==> src/hw/scc_pkg.sv <==
// constants shared by the system clock source control block
// assumes a 100 MHz register clock and a word-aligned Avalon-MM slave
package scc_pkg;
   // ****************************************
   // register map (byte addresses)
   // ****************************************
   localparam logic [3:0] REG_SLEEP = 4'h0;
   localparam logic [3:0] REG_CLOCK = 4'h4;
   localparam logic [3:0] REG_STATUS = 4'h8;

   // ****************************************
   // field positions
   // ****************************************
   localparam int CRYSTAL_STABLE_FLAG_BIT = 6;
   localparam int RC_STB_BIT = 5;
   localparam int PD_BIT = 2;
   localparam int SLOW_SEL_BIT = 7;
   localparam int SRC_SEL_BIT = 6;
   localparam int CAL_BUSY_BIT = 28;
   localparam int SLOW_CAL_BIT = 29;
   localparam int SWITCH_BIT = 30;
   localparam int SLEEP_REQ_BIT = 31;

   // ****************************************
   // reset values and encodings
   // ****************************************
   localparam logic PD_RESET = 1'h1;
   localparam logic SRC_RESET = 1'h1;
   localparam logic SLOW_SEL_RESET = 1'h1;
   localparam logic [2:0] DIV_RESET = 3'h1;
   localparam logic [1:0] MODE_ACTIVE = 2'h0;
   localparam logic [1:0] MODE_DEEP = 2'h2;
   localparam logic SRC_CRYSTAL = 1'h0;
   localparam logic SRC_RC = 1'h1;

   // ****************************************
   // timing
   // ****************************************
   localparam int CLOCK_PERIOD_NS = 10;
   localparam int SWITCH_GAP_NS = 30;
   localparam int SWITCH_GAP_CYCLES =
      (SWITCH_GAP_NS + CLOCK_PERIOD_NS - 1) / CLOCK_PERIOD_NS;

   typedef enum logic [1:0] {
      SW_STEADY = 2'h0,
      SW_WAIT = 2'h1,
      SW_GAP = 2'h3
   } scc_switch_state_type;
endpackage : scc_pkg

==> src/hw/scc_sync2.sv <==
// two-stage synchroniser for levels arriving from the oscillators and the wake input
// assumes inputs are slow levels, held far longer than two clocks
`timescale 1ns/10ps
module scc_sync2 #(
   parameter int WIDTH = 1
) (
   input wire logic clock, // register clock
   input wire logic sys_rst, // async reset, active high
   input wire logic [WIDTH-1:0] asyncIn, // levels from another domain
   output logic [WIDTH-1:0] syncOut // resynchronised levels
);
   logic [WIDTH-1:0] firstStage;

   always_ff @(posedge clock or posedge sys_rst) begin
      if (sys_rst) begin
         firstStage <= '0;
         syncOut <= '0;
      end else begin
         firstStage <= asyncIn;
         syncOut <= firstStage;
      end
   end
endmodule : scc_sync2

==> src/hw/scc_clock_control.sv <==
// system clock source control: source switch, powerdown, calibration
// assumes oscillator flags are asynchronous levels; the clock mux outside
// obeys the two gate enables, which are never high together
//
// Added by the designer: the Avalon-MM register port and the placing of the registers.
`timescale 1ns/10ps
module scc_clock_control #(
   parameter bit USB_VARIANT = 1'b0
) (
   input wire logic clock, // 100 MHz register clock
   input wire logic sys_rst, // async reset, active high
   input wire logic [3:0] avs_address, // byte address
   input wire logic avs_read, // read request
   input wire logic avs_write, // write request
   input wire logic [31:0] avs_writedata, // write data
   input wire logic [3:0] avs_byteenable, // byte lanes
   output logic [31:0] avs_readdata, // read data
   output logic avs_waitrequest, // stall
   input wire logic crystalStableIn, // crystal stable, async
   input wire logic fastRcStableIn, // fast RC stable, async
   input wire logic rcCalDoneIn, // fast RC calibration done, async
   input wire logic slowRcCalBusyIn, // slow RC calibrating, async
   input wire logic wakeIn, // wake event level, async
   output logic crystalPowerOn, // fast crystal oscillator enable
   output logic fastRcPowerOn, // fast RC oscillator enable
   output logic crystalGateEn, // mux leg: crystal drives sysclk
   output logic fastRcGateEn, // mux leg: fast RC drives sysclk
   output logic sysclkHalveCrystal, // derive sysclk at half crystal
   output logic slowClockUseCrystal, // slow clock from 32.768 kHz crystal
   output logic [2:0] sysclkDivider, // system clock divider setting
   output logic rcCalStart, // one-cycle start of fast RC calibration
   output logic rcCalRestore, // one-cycle restore of default RC trim
   output logic sleepEnter, // one-cycle sleep entry strobe
   output logic [1:0] sleepState // power state being held
);
   // ****************************************
   // synchronised inputs
   // ****************************************
   logic [4:0] syncLevels;
   logic crystalStable, rcStable, calDone, slowCalBusy, wake;
   logic calDoneLast, wakeLast;

   scc_sync2 #(.WIDTH(5)) syncInputs (
      .clock(clock),
      .sys_rst(sys_rst),
      .asyncIn({crystalStableIn, fastRcStableIn, rcCalDoneIn,
                slowRcCalBusyIn, wakeIn}),
      .syncOut(syncLevels)
   );

   assign {crystalStable, rcStable, calDone, slowCalBusy, wake} = syncLevels;

   always_ff @(posedge clock or posedge sys_rst) begin
      if (sys_rst) begin
         calDoneLast <= 1'b0;
         wakeLast <= 1'b0;
      end else begin
         calDoneLast <= calDone;
         wakeLast <= wake;
      end
   end

   wire calDoneRise = calDone && !calDoneLast;
   wire wakeRise = wake && !wakeLast;

   // ****************************************
   // rate table
   // ****************************************
   function automatic logic [9:0] maxRate(input logic [2:0] div,
                                          input logic gfsk);
      logic [9:0] rate;
      rate = 10'h0;
      case (div)
         3'h0, 3'h1, 3'h2, 3'h3: rate = gfsk ? 10'hfa : 10'h1f4;
         3'h4: rate = gfsk ? 10'hfa : 10'h190;
         3'h5: rate = 10'hc8;
         3'h6: rate = 10'h64;
         default: rate = 10'h32;
      endcase
      return rate;
   endfunction : maxRate

   // ****************************************
   // bus slave: one wait state per access
   // ****************************************
   logic busAck;
   wire busReq = avs_read || avs_write;
   wire wrStrobe = avs_write && busAck && avs_byteenable[0];
   wire wrSleep = wrStrobe && avs_address == scc_pkg::REG_SLEEP;
   wire wrClock = wrStrobe && avs_address == scc_pkg::REG_CLOCK;

   assign avs_waitrequest = busReq && !busAck;

   always_ff @(posedge clock or posedge sys_rst) begin
      if (sys_rst) begin
         busAck <= 1'b0;
      end else begin
         busAck <= busReq && !busAck;
      end
   end

   // ****************************************
   // control state
   // ****************************************
   scc_pkg::scc_switch_state_type switchState;
   logic selReq, curSrc, powerDown, pdPending;
   logic calPending, calBusy, sleepPending, sleptOnCrystal;
   logic [1:0] modeField;
   logic [1:0] gapCount;

   wire newSel = avs_writedata[scc_pkg::SRC_SEL_BIT];
   wire selToggle = wrClock && newSel != selReq;
   wire anyCal = calBusy || slowCalBusy;
   wire targetStable = selReq ? rcStable : crystalStable;
   wire rcSwitchFree = selReq == scc_pkg::SRC_CRYSTAL || !anyCal;
   // a queued calibration on crystal also holds sleep off
   wire sleepGo = sleepPending && !calBusy
                  && !(calPending && curSrc == scc_pkg::SRC_CRYSTAL)
                  && switchState == scc_pkg::SW_STEADY;

   // source switch sequencer
   always_ff @(posedge clock or posedge sys_rst) begin
      if (sys_rst) begin
         switchState <= scc_pkg::SW_STEADY;
         curSrc <= scc_pkg::SRC_RESET;
         gapCount <= 2'h0;
      end else begin
         case (switchState)
            scc_pkg::SW_STEADY: begin
               if (selReq != curSrc)
                  switchState <= scc_pkg::SW_WAIT;
            end
            scc_pkg::SW_WAIT: begin
               if (selReq == curSrc) begin
                  switchState <= scc_pkg::SW_STEADY;
               end else if (targetStable && rcSwitchFree) begin
                  switchState <= scc_pkg::SW_GAP;
                  gapCount <= 2'(scc_pkg::SWITCH_GAP_CYCLES - 1);
               end
            end
            scc_pkg::SW_GAP: begin
               if (gapCount == 2'h0) begin
                  curSrc <= selReq;
                  switchState <= scc_pkg::SW_STEADY;
               end else begin
                  gapCount <= gapCount - 2'h1;
               end
            end
            default: switchState <= scc_pkg::SW_STEADY;
         endcase
      end
   end

   // clock control register
   always_ff @(posedge clock or posedge sys_rst) begin
      if (sys_rst) begin
         selReq <= scc_pkg::SRC_RESET;
         slowClockUseCrystal <= !scc_pkg::SLOW_SEL_RESET;
         sysclkDivider <= scc_pkg::DIV_RESET;
      end else if (wrClock) begin
         selReq <= newSel;
         slowClockUseCrystal <=
            !avs_writedata[scc_pkg::SLOW_SEL_BIT];
         sysclkDivider <= avs_writedata[2:0];
      end
   end

   // powerdown bit; a set during calibration waits for its end
   always_ff @(posedge clock or posedge sys_rst) begin
      if (sys_rst) begin
         powerDown <= scc_pkg::PD_RESET;
         pdPending <= 1'b0;
      end else if (selToggle) begin
         powerDown <= 1'b0;
         pdPending <= 1'b0;
      end else if (wrSleep) begin
         if (avs_writedata[scc_pkg::PD_BIT] && anyCal) begin
            pdPending <= 1'b1;
         end else begin
            powerDown <= avs_writedata[scc_pkg::PD_BIT];
            pdPending <= 1'b0;
         end
      end else if (pdPending && !anyCal) begin
         powerDown <= 1'b1;
         pdPending <= 1'b0;
      end
   end

   // fast RC calibration: one run per crystal selection or per wake from sleep entered on crystal
   always_ff @(posedge clock or posedge sys_rst) begin
      if (sys_rst) begin
         calPending <= 1'b0;
         calBusy <= 1'b0;
         rcCalStart <= 1'b0;
      end else begin
         rcCalStart <= 1'b0;
         if (calBusy && calDoneRise)
            calBusy <= 1'b0;
         if (selToggle && newSel == scc_pkg::SRC_CRYSTAL) begin
            calPending <= 1'b1;
         end else if (wakeRise && sleptOnCrystal
                      && sleepState != scc_pkg::MODE_ACTIVE) begin
            calPending <= 1'b1;
         end else if (calPending && !calBusy && crystalStable
                      && curSrc == scc_pkg::SRC_CRYSTAL
                      && switchState == scc_pkg::SW_STEADY) begin
            calPending <= 1'b0;
            calBusy <= 1'b1;
            rcCalStart <= 1'b1;
         end
      end
   end

   // power mode field and sleep sequencing
   always_ff @(posedge clock or posedge sys_rst) begin
      if (sys_rst) begin
         modeField <= scc_pkg::MODE_ACTIVE;
         sleepPending <= 1'b0;
         sleepEnter <= 1'b0;
         sleepState <= scc_pkg::MODE_ACTIVE;
         sleptOnCrystal <= 1'b0;
         rcCalRestore <= 1'b0;
      end else begin
         sleepEnter <= 1'b0;
         rcCalRestore <= 1'b0;
         if (sleepGo) begin
            modeField <= scc_pkg::MODE_ACTIVE;
            sleepPending <= 1'b0;
            sleepEnter <= 1'b1;
            sleepState <= modeField;
            sleptOnCrystal <= curSrc == scc_pkg::SRC_CRYSTAL;
         end else if (wrSleep) begin
            modeField <= avs_writedata[1:0];
            sleepPending <= avs_writedata[1:0] != scc_pkg::MODE_ACTIVE
                            && sleepState == scc_pkg::MODE_ACTIVE;
         end
         if (wakeRise && sleepState != scc_pkg::MODE_ACTIVE) begin
            sleepState <= scc_pkg::MODE_ACTIVE;
            rcCalRestore <= sleepState >= scc_pkg::MODE_DEEP;
         end
      end
   end

   // ****************************************
   // oscillator enables and mux legs
   // ****************************************
   // the target leg opens only after the gap, so no runt pulse escapes
   always_ff @(posedge clock or posedge sys_rst) begin
      if (sys_rst) begin
         crystalPowerOn <= 1'b1;
         fastRcPowerOn <= 1'b1;
         crystalGateEn <= 1'b0;
         fastRcGateEn <= 1'b0;
         sysclkHalveCrystal <= 1'b0;
      end else begin
         crystalPowerOn <= !powerDown || curSrc == scc_pkg::SRC_CRYSTAL
                           || selReq == scc_pkg::SRC_CRYSTAL;
         fastRcPowerOn <= !powerDown || curSrc == scc_pkg::SRC_RC
                          || selReq == scc_pkg::SRC_RC
                          || calBusy;
         crystalGateEn <= switchState != scc_pkg::SW_GAP
                          && curSrc == scc_pkg::SRC_CRYSTAL;
         fastRcGateEn <= switchState != scc_pkg::SW_GAP
                         && curSrc == scc_pkg::SRC_RC;
         sysclkHalveCrystal <= USB_VARIANT;
      end
   end

   // ****************************************
   // read data
   // ****************************************
   always_ff @(posedge clock or posedge sys_rst) begin
      if (sys_rst) begin
         avs_readdata <= 32'h0;
      end else if (avs_read && !busAck) begin
         avs_readdata <= 32'h0;
         case (avs_address)
            scc_pkg::REG_SLEEP: begin
               avs_readdata[scc_pkg::CRYSTAL_STABLE_FLAG_BIT] <=
                  crystalStable;
               avs_readdata[scc_pkg::RC_STB_BIT] <= rcStable;
               avs_readdata[scc_pkg::PD_BIT] <= powerDown;
               avs_readdata[1:0] <= modeField;
            end
            scc_pkg::REG_CLOCK: begin
               avs_readdata[scc_pkg::SLOW_SEL_BIT] <= !slowClockUseCrystal;
               avs_readdata[scc_pkg::SRC_SEL_BIT] <= curSrc;
               avs_readdata[2:0] <= sysclkDivider;
            end
            scc_pkg::REG_STATUS: begin
               avs_readdata[9:0] <= maxRate(sysclkDivider, 1'b0);
               avs_readdata[25:16] <= maxRate(sysclkDivider, 1'b1);
               avs_readdata[scc_pkg::CAL_BUSY_BIT] <= calBusy;
               avs_readdata[scc_pkg::SLOW_CAL_BIT] <= slowCalBusy;
               avs_readdata[scc_pkg::SWITCH_BIT] <= selReq != curSrc;
               avs_readdata[scc_pkg::SLEEP_REQ_BIT] <= sleepPending;
            end
            default: avs_readdata <= 32'h0;
         endcase
      end
   end

   // ****************************************
   // assertions
   // ****************************************
   property p_modeCleared;
      @(posedge clock) disable iff (sys_rst)
      sleepEnter |-> modeField == scc_pkg::MODE_ACTIVE
                     && sleepState != scc_pkg::MODE_ACTIVE;
   endproperty
   a_modeCleared: assert property (p_modeCleared)
      else $error("mode field not cleared at sleep entry");

   property p_unselectedOff;
      @(posedge clock) disable iff (sys_rst)
      (powerDown && !calBusy && selReq == curSrc)
         ##1 (powerDown && !calBusy && selReq == curSrc)
      |-> (curSrc ? !crystalPowerOn : !fastRcPowerOn);
   endproperty
   a_unselectedOff: assert property (p_unselectedOff)
      else $error("unselected oscillator left powered");

   property p_waitStable;
      @(posedge clock) disable iff (sys_rst)
      (switchState == scc_pkg::SW_WAIT && !targetStable)
      |=> switchState != scc_pkg::SW_GAP;
   endproperty
   a_waitStable: assert property (p_waitStable)
      else $error("switch began before target stable");

   property p_calBlocksRc;
      @(posedge clock) disable iff (sys_rst)
      (switchState == scc_pkg::SW_WAIT && selReq && anyCal)
      |=> switchState != scc_pkg::SW_GAP;
   endproperty
   a_calBlocksRc: assert property (p_calBlocksRc)
      else $error("switch to RC during calibration");

   property p_toggleClears;
      @(posedge clock) disable iff (sys_rst)
      selToggle |=> !powerDown ##1 (selReq == $past(newSel, 2));
   endproperty
   a_toggleClears: assert property (p_toggleClears)
      else $error("source toggle did not clear powerdown");

   property p_crystalCal;
      @(posedge clock) disable iff (sys_rst)
      (selToggle && newSel == scc_pkg::SRC_CRYSTAL)
      |=> calPending || calBusy;
   endproperty
   a_crystalCal: assert property (p_crystalCal)
      else $error("crystal select did not queue calibration");

   property p_noSleepInCal;
      @(posedge clock) disable iff (sys_rst)
      $past(calBusy) |-> !sleepEnter;
   endproperty
   a_noSleepInCal: assert property (p_noSleepInCal)
      else $error("sleep entered during calibration");

   property p_pdDeferred;
      @(posedge clock) disable iff (sys_rst)
      (wrSleep && !selToggle && avs_writedata[scc_pkg::PD_BIT] && anyCal
       && !powerDown) |=> !powerDown && pdPending;
   endproperty
   a_pdDeferred: assert property (p_pdDeferred)
      else $error("powerdown set during calibration");

   property p_breakBeforeMake;
      @(posedge clock) disable iff (sys_rst)
      !(crystalGateEn && fastRcGateEn);
   endproperty
   a_breakBeforeMake: assert property (p_breakBeforeMake)
      else $error("both mux legs open");

   property p_deepRestore;
      @(posedge clock) disable iff (sys_rst)
      (wakeRise && sleepState >= scc_pkg::MODE_DEEP) |=> rcCalRestore;
   endproperty
   a_deepRestore: assert property (p_deepRestore)
      else $error("no calibration restore after deep wake");

   property p_busAnswer;
      @(posedge clock) disable iff (sys_rst)
      busReq |-> ##[0:1] !avs_waitrequest;
   endproperty
   a_busAnswer: assert property (p_busAnswer)
      else $error("bus answer late");

   c_switchDone: cover property (@(posedge clock) disable iff (sys_rst)
      switchState == scc_pkg::SW_GAP ##1 switchState == scc_pkg::SW_STEADY);
   c_sleepEntry: cover property (@(posedge clock) disable iff (sys_rst)
      sleepEnter);
   c_calStart: cover property (@(posedge clock) disable iff (sys_rst)
      rcCalStart);
   c_deferredPd: cover property (@(posedge clock) disable iff (sys_rst)
      pdPending ##1 !pdPending && powerDown);
endmodule : scc_clock_control

==> config.mk <==
export PLATFORM = sky130hd
export DESIGN_NAME = scc_clock_control
export DESIGN_NICKNAME = d
export VERILOG_FILES = /design/src/hw/scc_pkg.sv /design/src/hw/scc_sync2.sv /design/src/hw/scc_clock_control.sv
export SDC_FILE = /design/constraint.sdc
export NUM_CORES = 1
export LEC_CHECK = 0
export BUFFER_PORTS_ARGS = -buffer_cell sky130_fd_sc_hd__buf_4
export CAP_MARGIN = 20
export CORE_ASPECT_RATIO = 0.75
export CORE_MARGIN = 2
export CORE_UTILIZATION = 48
export DETAILED_ROUTE_END_ITERATION = 8
export PLACE_DENSITY_LB_ADDON = 0.12
export SLEW_MARGIN = 20
export SYNTH_ARGS = -nofsm -noshare
export SYNTH_HDL_FRONTEND = slang
export SYNTH_SLANG_ARGS = --single-unit
==> constraint.sdc <==
create_clock -name clock -period 2.2 [get_ports clock]
set_input_delay 0.44 -clock clock [delete_from_list [all_inputs] [get_ports clock]]
set_output_delay 0.44 -clock clock [all_outputs]
set_load 0.005 [all_outputs]
==> impl_results.md <==
- Overall power after layout: 3.07 mW
- Max Clk Rate: 0.600 GHz
- H-tree level count: 3
- Hold Fails Final Rpt: 0
- Total GRT Usage: 0.198
- Routed length per placed instance: 14.4 µm
- Clock input transition at the sequential cells of the worst setup and hold paths: 0.07 ns
- Number of nets with antenna violations after routing: 0
- Crit path max fanout: 5
- IR drop worst, VDD: 0.459 mV
- Initial Utilization: 0.500
- Total vias in the final route: 1841
- Layout filler cell count: 437
- Max Root-Sink Buffers: 2
- Initial detailed-routing violation count: 75
- Finished Layout Cells: 351
- Outcome: complete, no violations
- Final count of negative-setup-slack endpoints: 0
- Congestion Overflow GR: 0
- Cell count after synthesis: 230
- Clock root buffer master: sky130_fd_sc_hd__clkbuf_8
- Mean instance size in the synthesized netlist: 10.7 µm²
- Clock sink count: 57
- Initial antenna violation count: 0
- Setup repair after global routing missed its margin: no
- Arrival time of the worst setup path: 1.93 ns
- Final setup skew: 0.00638 ns
- Post-route clock period utilization: 0.758
- Number of instances resized during post-cts repair: 0
- Cell leakage power: 1.47 nW
- Number of primary I/O pins: 96
- Class of the tightest hold or removal check: primary input to async pin
- Type of element launching the critical path: primary input
- Total power density per cell area: 999 nW/µm²
- TritonCTS clock tree: built
- Fraction of registers with async set/reset: 1.00
- Drt pass-1 iters: 4
- Total length of routed wires: 5060 µm
- Number of core rows: 22
- Slew Viols, Final: 0
- Antenna fix cells: 0
- Final estimated routing congestion in global placement: 0.832
- Count of yosys warnings during synthesis: 0
- Largest net degree at the start of global routing: 33
- Number of clock buffers inserted by TritonCTS: 9
- Clock Latency Late Sink: 0.33 ns
- Via count of the first global-routing pass: 1724
- R2R setup slack: 0.57 ns
- Placeable core region: 4900 µm²
- Minimum clock period after layout: 1.67 ns
- Count of cells along the worst register-to-register path: 3
- Multi-input logic area: 872 µm²
- Most common library cell in the layout ignoring fill and taps: sky130_fd_sc_hd__buf_4
- Chip height: 65.9 µm
- Total Die Area: 5700 µm²
- Netlist area before placement: 2450 µm²
- Capture point of the worst reg-to-reg path: calBusy
- Setup tns final: 0 ns
- Post-synthesis cell type count: 50
- Crit Path Class: primary input to flip-flop
- Proportion of synthesized chip area in sequential cells: 0.585
- FF-to-FF Start: selReq
- Predominant post-synthesis flop cell: sky130_fd_sc_hd__dfrtp_1
- Number of remaining DRC errors: 0
- Crit path capture type: flip-flop
- CP Data Required Time: 2.46 ns
- DP Cell Count: 335
- Width of the die: 86.5 µm
- First-pass GRT wire length: 8320 µm
- Sequential cell area in the final layout: 1430 µm²
- Share of post-route cells with drive strength above 1: 0.285
- Average vias per placed instance: 5.25
- Post-detailed-placement half-perimeter wirelength: 3710 µm
- Total number of nets in the final design: 336
- Number of buffer cells added on primary ports: 52
- Count of max-cap constraint violations: 0
- Most frequent cells in the layout: sky130_fd_sc_hd__buf_4, sky130_fd_sc_hd__dfrtp_1, sky130_fd_sc_hd__nand2_1, sky130_fd_sc_hd__o21ai_0, sky130_fd_sc_hd__nor2_1
- Post-CTS setup buffers: 0
- Count of hold buffers inserted by post-cts repair: 0
- Signed area change from the synthesized netlist to the final layout: 25.6%
- EDFF count, synth: 0
- Flip-flop and latch count after synthesis: 57
==> stage by stage <==
step	hold WS [ns]	worst slack [ns]	utilization	instance area, µm²
CTS	0.0458	0.546	0.628	3080
global route	0.0414	0.514	0.628	3080
floorplan	0.331	0.336	-	2490
detailed placement	0.337	0.199	0.585	2870
finish	0.0491	0.532	0.628	3080
global placement	0.332	0.197	0.585	2870
==> synth_stat cells (2+ instances only) <==
| cell | count | area [µm²] |
|---|---|---|
| sky130_fd_sc_hd__o21ai_0 | 16 | 80.1 |
| sky130_fd_sc_hd__clkbuf_1 | 8 | 30.0 |
| sky130_fd_sc_hd__nor2_1 | 14 | 52.6 |
| sky130_fd_sc_hd__nand2b_1 | 4 | 25.0 |
| sky130_fd_sc_hd__nor2b_1 | 2 | 12.5 |
| sky130_fd_sc_hd__a32o_1 | 3 | 30.0 |
| sky130_fd_sc_hd__mux2i_1 | 6 | 60.1 |
| sky130_fd_sc_hd__a21o_1 | 2 | 15.0 |
| sky130_fd_sc_hd__xnor2_1 | 2 | 17.5 |
| sky130_fd_sc_hd__a21oi_1 | 10 | 50.1 |
| sky130_fd_sc_hd__inv_1 | 8 | 30.0 |
| sky130_fd_sc_hd__nand4_1 | 2 | 12.5 |
| sky130_fd_sc_hd__nand3_1 | 5 | 25.0 |
| sky130_fd_sc_hd__nor3_1 | 5 | 25.0 |
| sky130_fd_sc_hd__o211ai_1 | 2 | 15.0 |
| sky130_fd_sc_hd__o31ai_1 | 4 | 30.0 |
| sky130_fd_sc_hd__dfstp_2 | 6 | 158 |
| sky130_fd_sc_hd__o21ai_1 | 2 | 10.0 |
| sky130_fd_sc_hd__a22o_1 | 2 | 17.5 |
| sky130_fd_sc_hd__and2_1 | 2 | 12.5 |
| sky130_fd_sc_hd__nand2_1 | 30 | 113 |
| sky130_fd_sc_hd__buf_4 | 16 | 120 |
| sky130_fd_sc_hd__dfrtp_1 | 51 | 1280 |
| sky130_fd_sc_hd__or4_1 | 2 | 15.0 |
==> worst max-delay path by stage <==
stage,start,endpoint,slack [ns],cells after the start
5_1_grt,switchState[0],sleepState[1],0.51,4
2_1_floorplan,avs_address[1],powerDown,0.34,5
6_report,avs_address[1],powerDown,0.53,5
3_3_place_gp,avs_address[1],powerDown,0.20,5
4_1_cts,avs_address[1],powerDown,0.55,5
3_5_place_dp,avs_address[1],powerDown,0.20,5
==> area by class of cell <==
class                      count  area share
clock buffer                  11      0.0427
clock inverter                 5      0.0260
inverter                       8     0.00976
multi-input combinational    151       0.283
sequential                    57       0.466
tap                           60      0.0244
timing repair buffer          59       0.148
==> flip-flops by register name, indices dropped and copies added, names as in the netlist, 2 cells and up <==
signal / count
modeField: 2
gapCount: 2
sleepState: 2
syncInputs.firstStage: 5
avs_readdata: 17
sysclkDivider: 3
syncInputs.syncOut: 5
switchState: 2
==> layer usage <==
layer  vias to the layer above  routed length [µm]  GRT usage
met3                         6                 300     0.0799
li1                        891                   -          -
met4                         0                  59     0.0586
met2                        58                2210      0.289
met1                       886                2500      0.273
met5                         -                   0          0
==> cells by family after synthesis <==
logic type	count (synthesis)	synth area share
AO/OA/AOI/OAI	54	0.149
adder cells (fa/ha/maj)	1	0.00511
AND/OR/NAND/NOR	73	0.142
buffers and inverters	34	0.0771
multiplexers	7	0.0291
other	1	0.00153
flip-flops	57	0.585
XOR/XNOR	3	0.0107
==> critical path, cell delays in order <==
cell and delay [ns]:
sky130_fd_sc_hd__buf_4 0.12, sky130_fd_sc_hd__or3_1 0.45, sky130_fd_sc_hd__or2_4 0.30, sky130_fd_sc_hd__or4_1 0.48
sky130_fd_sc_hd__a22oi_2 0.13
==> where the power goes <==
| group | switching (mW) | internal (mW) | total, mW | leakage, nW |
|---|---|---|---|---|
| Combinational | 0.302 | 0.303 | 0.605 | 0.653 |
| Clock | 0.396 | 0.636 | 1.03 | 0.0995 |
| Sequential | 0.186 | 1.25 | 1.44 | 0.720 |
| Total | 0.884 | 2.19 | 3.07 | 1.47 |
No activity file was read; power rests on OpenSTA's default activity.
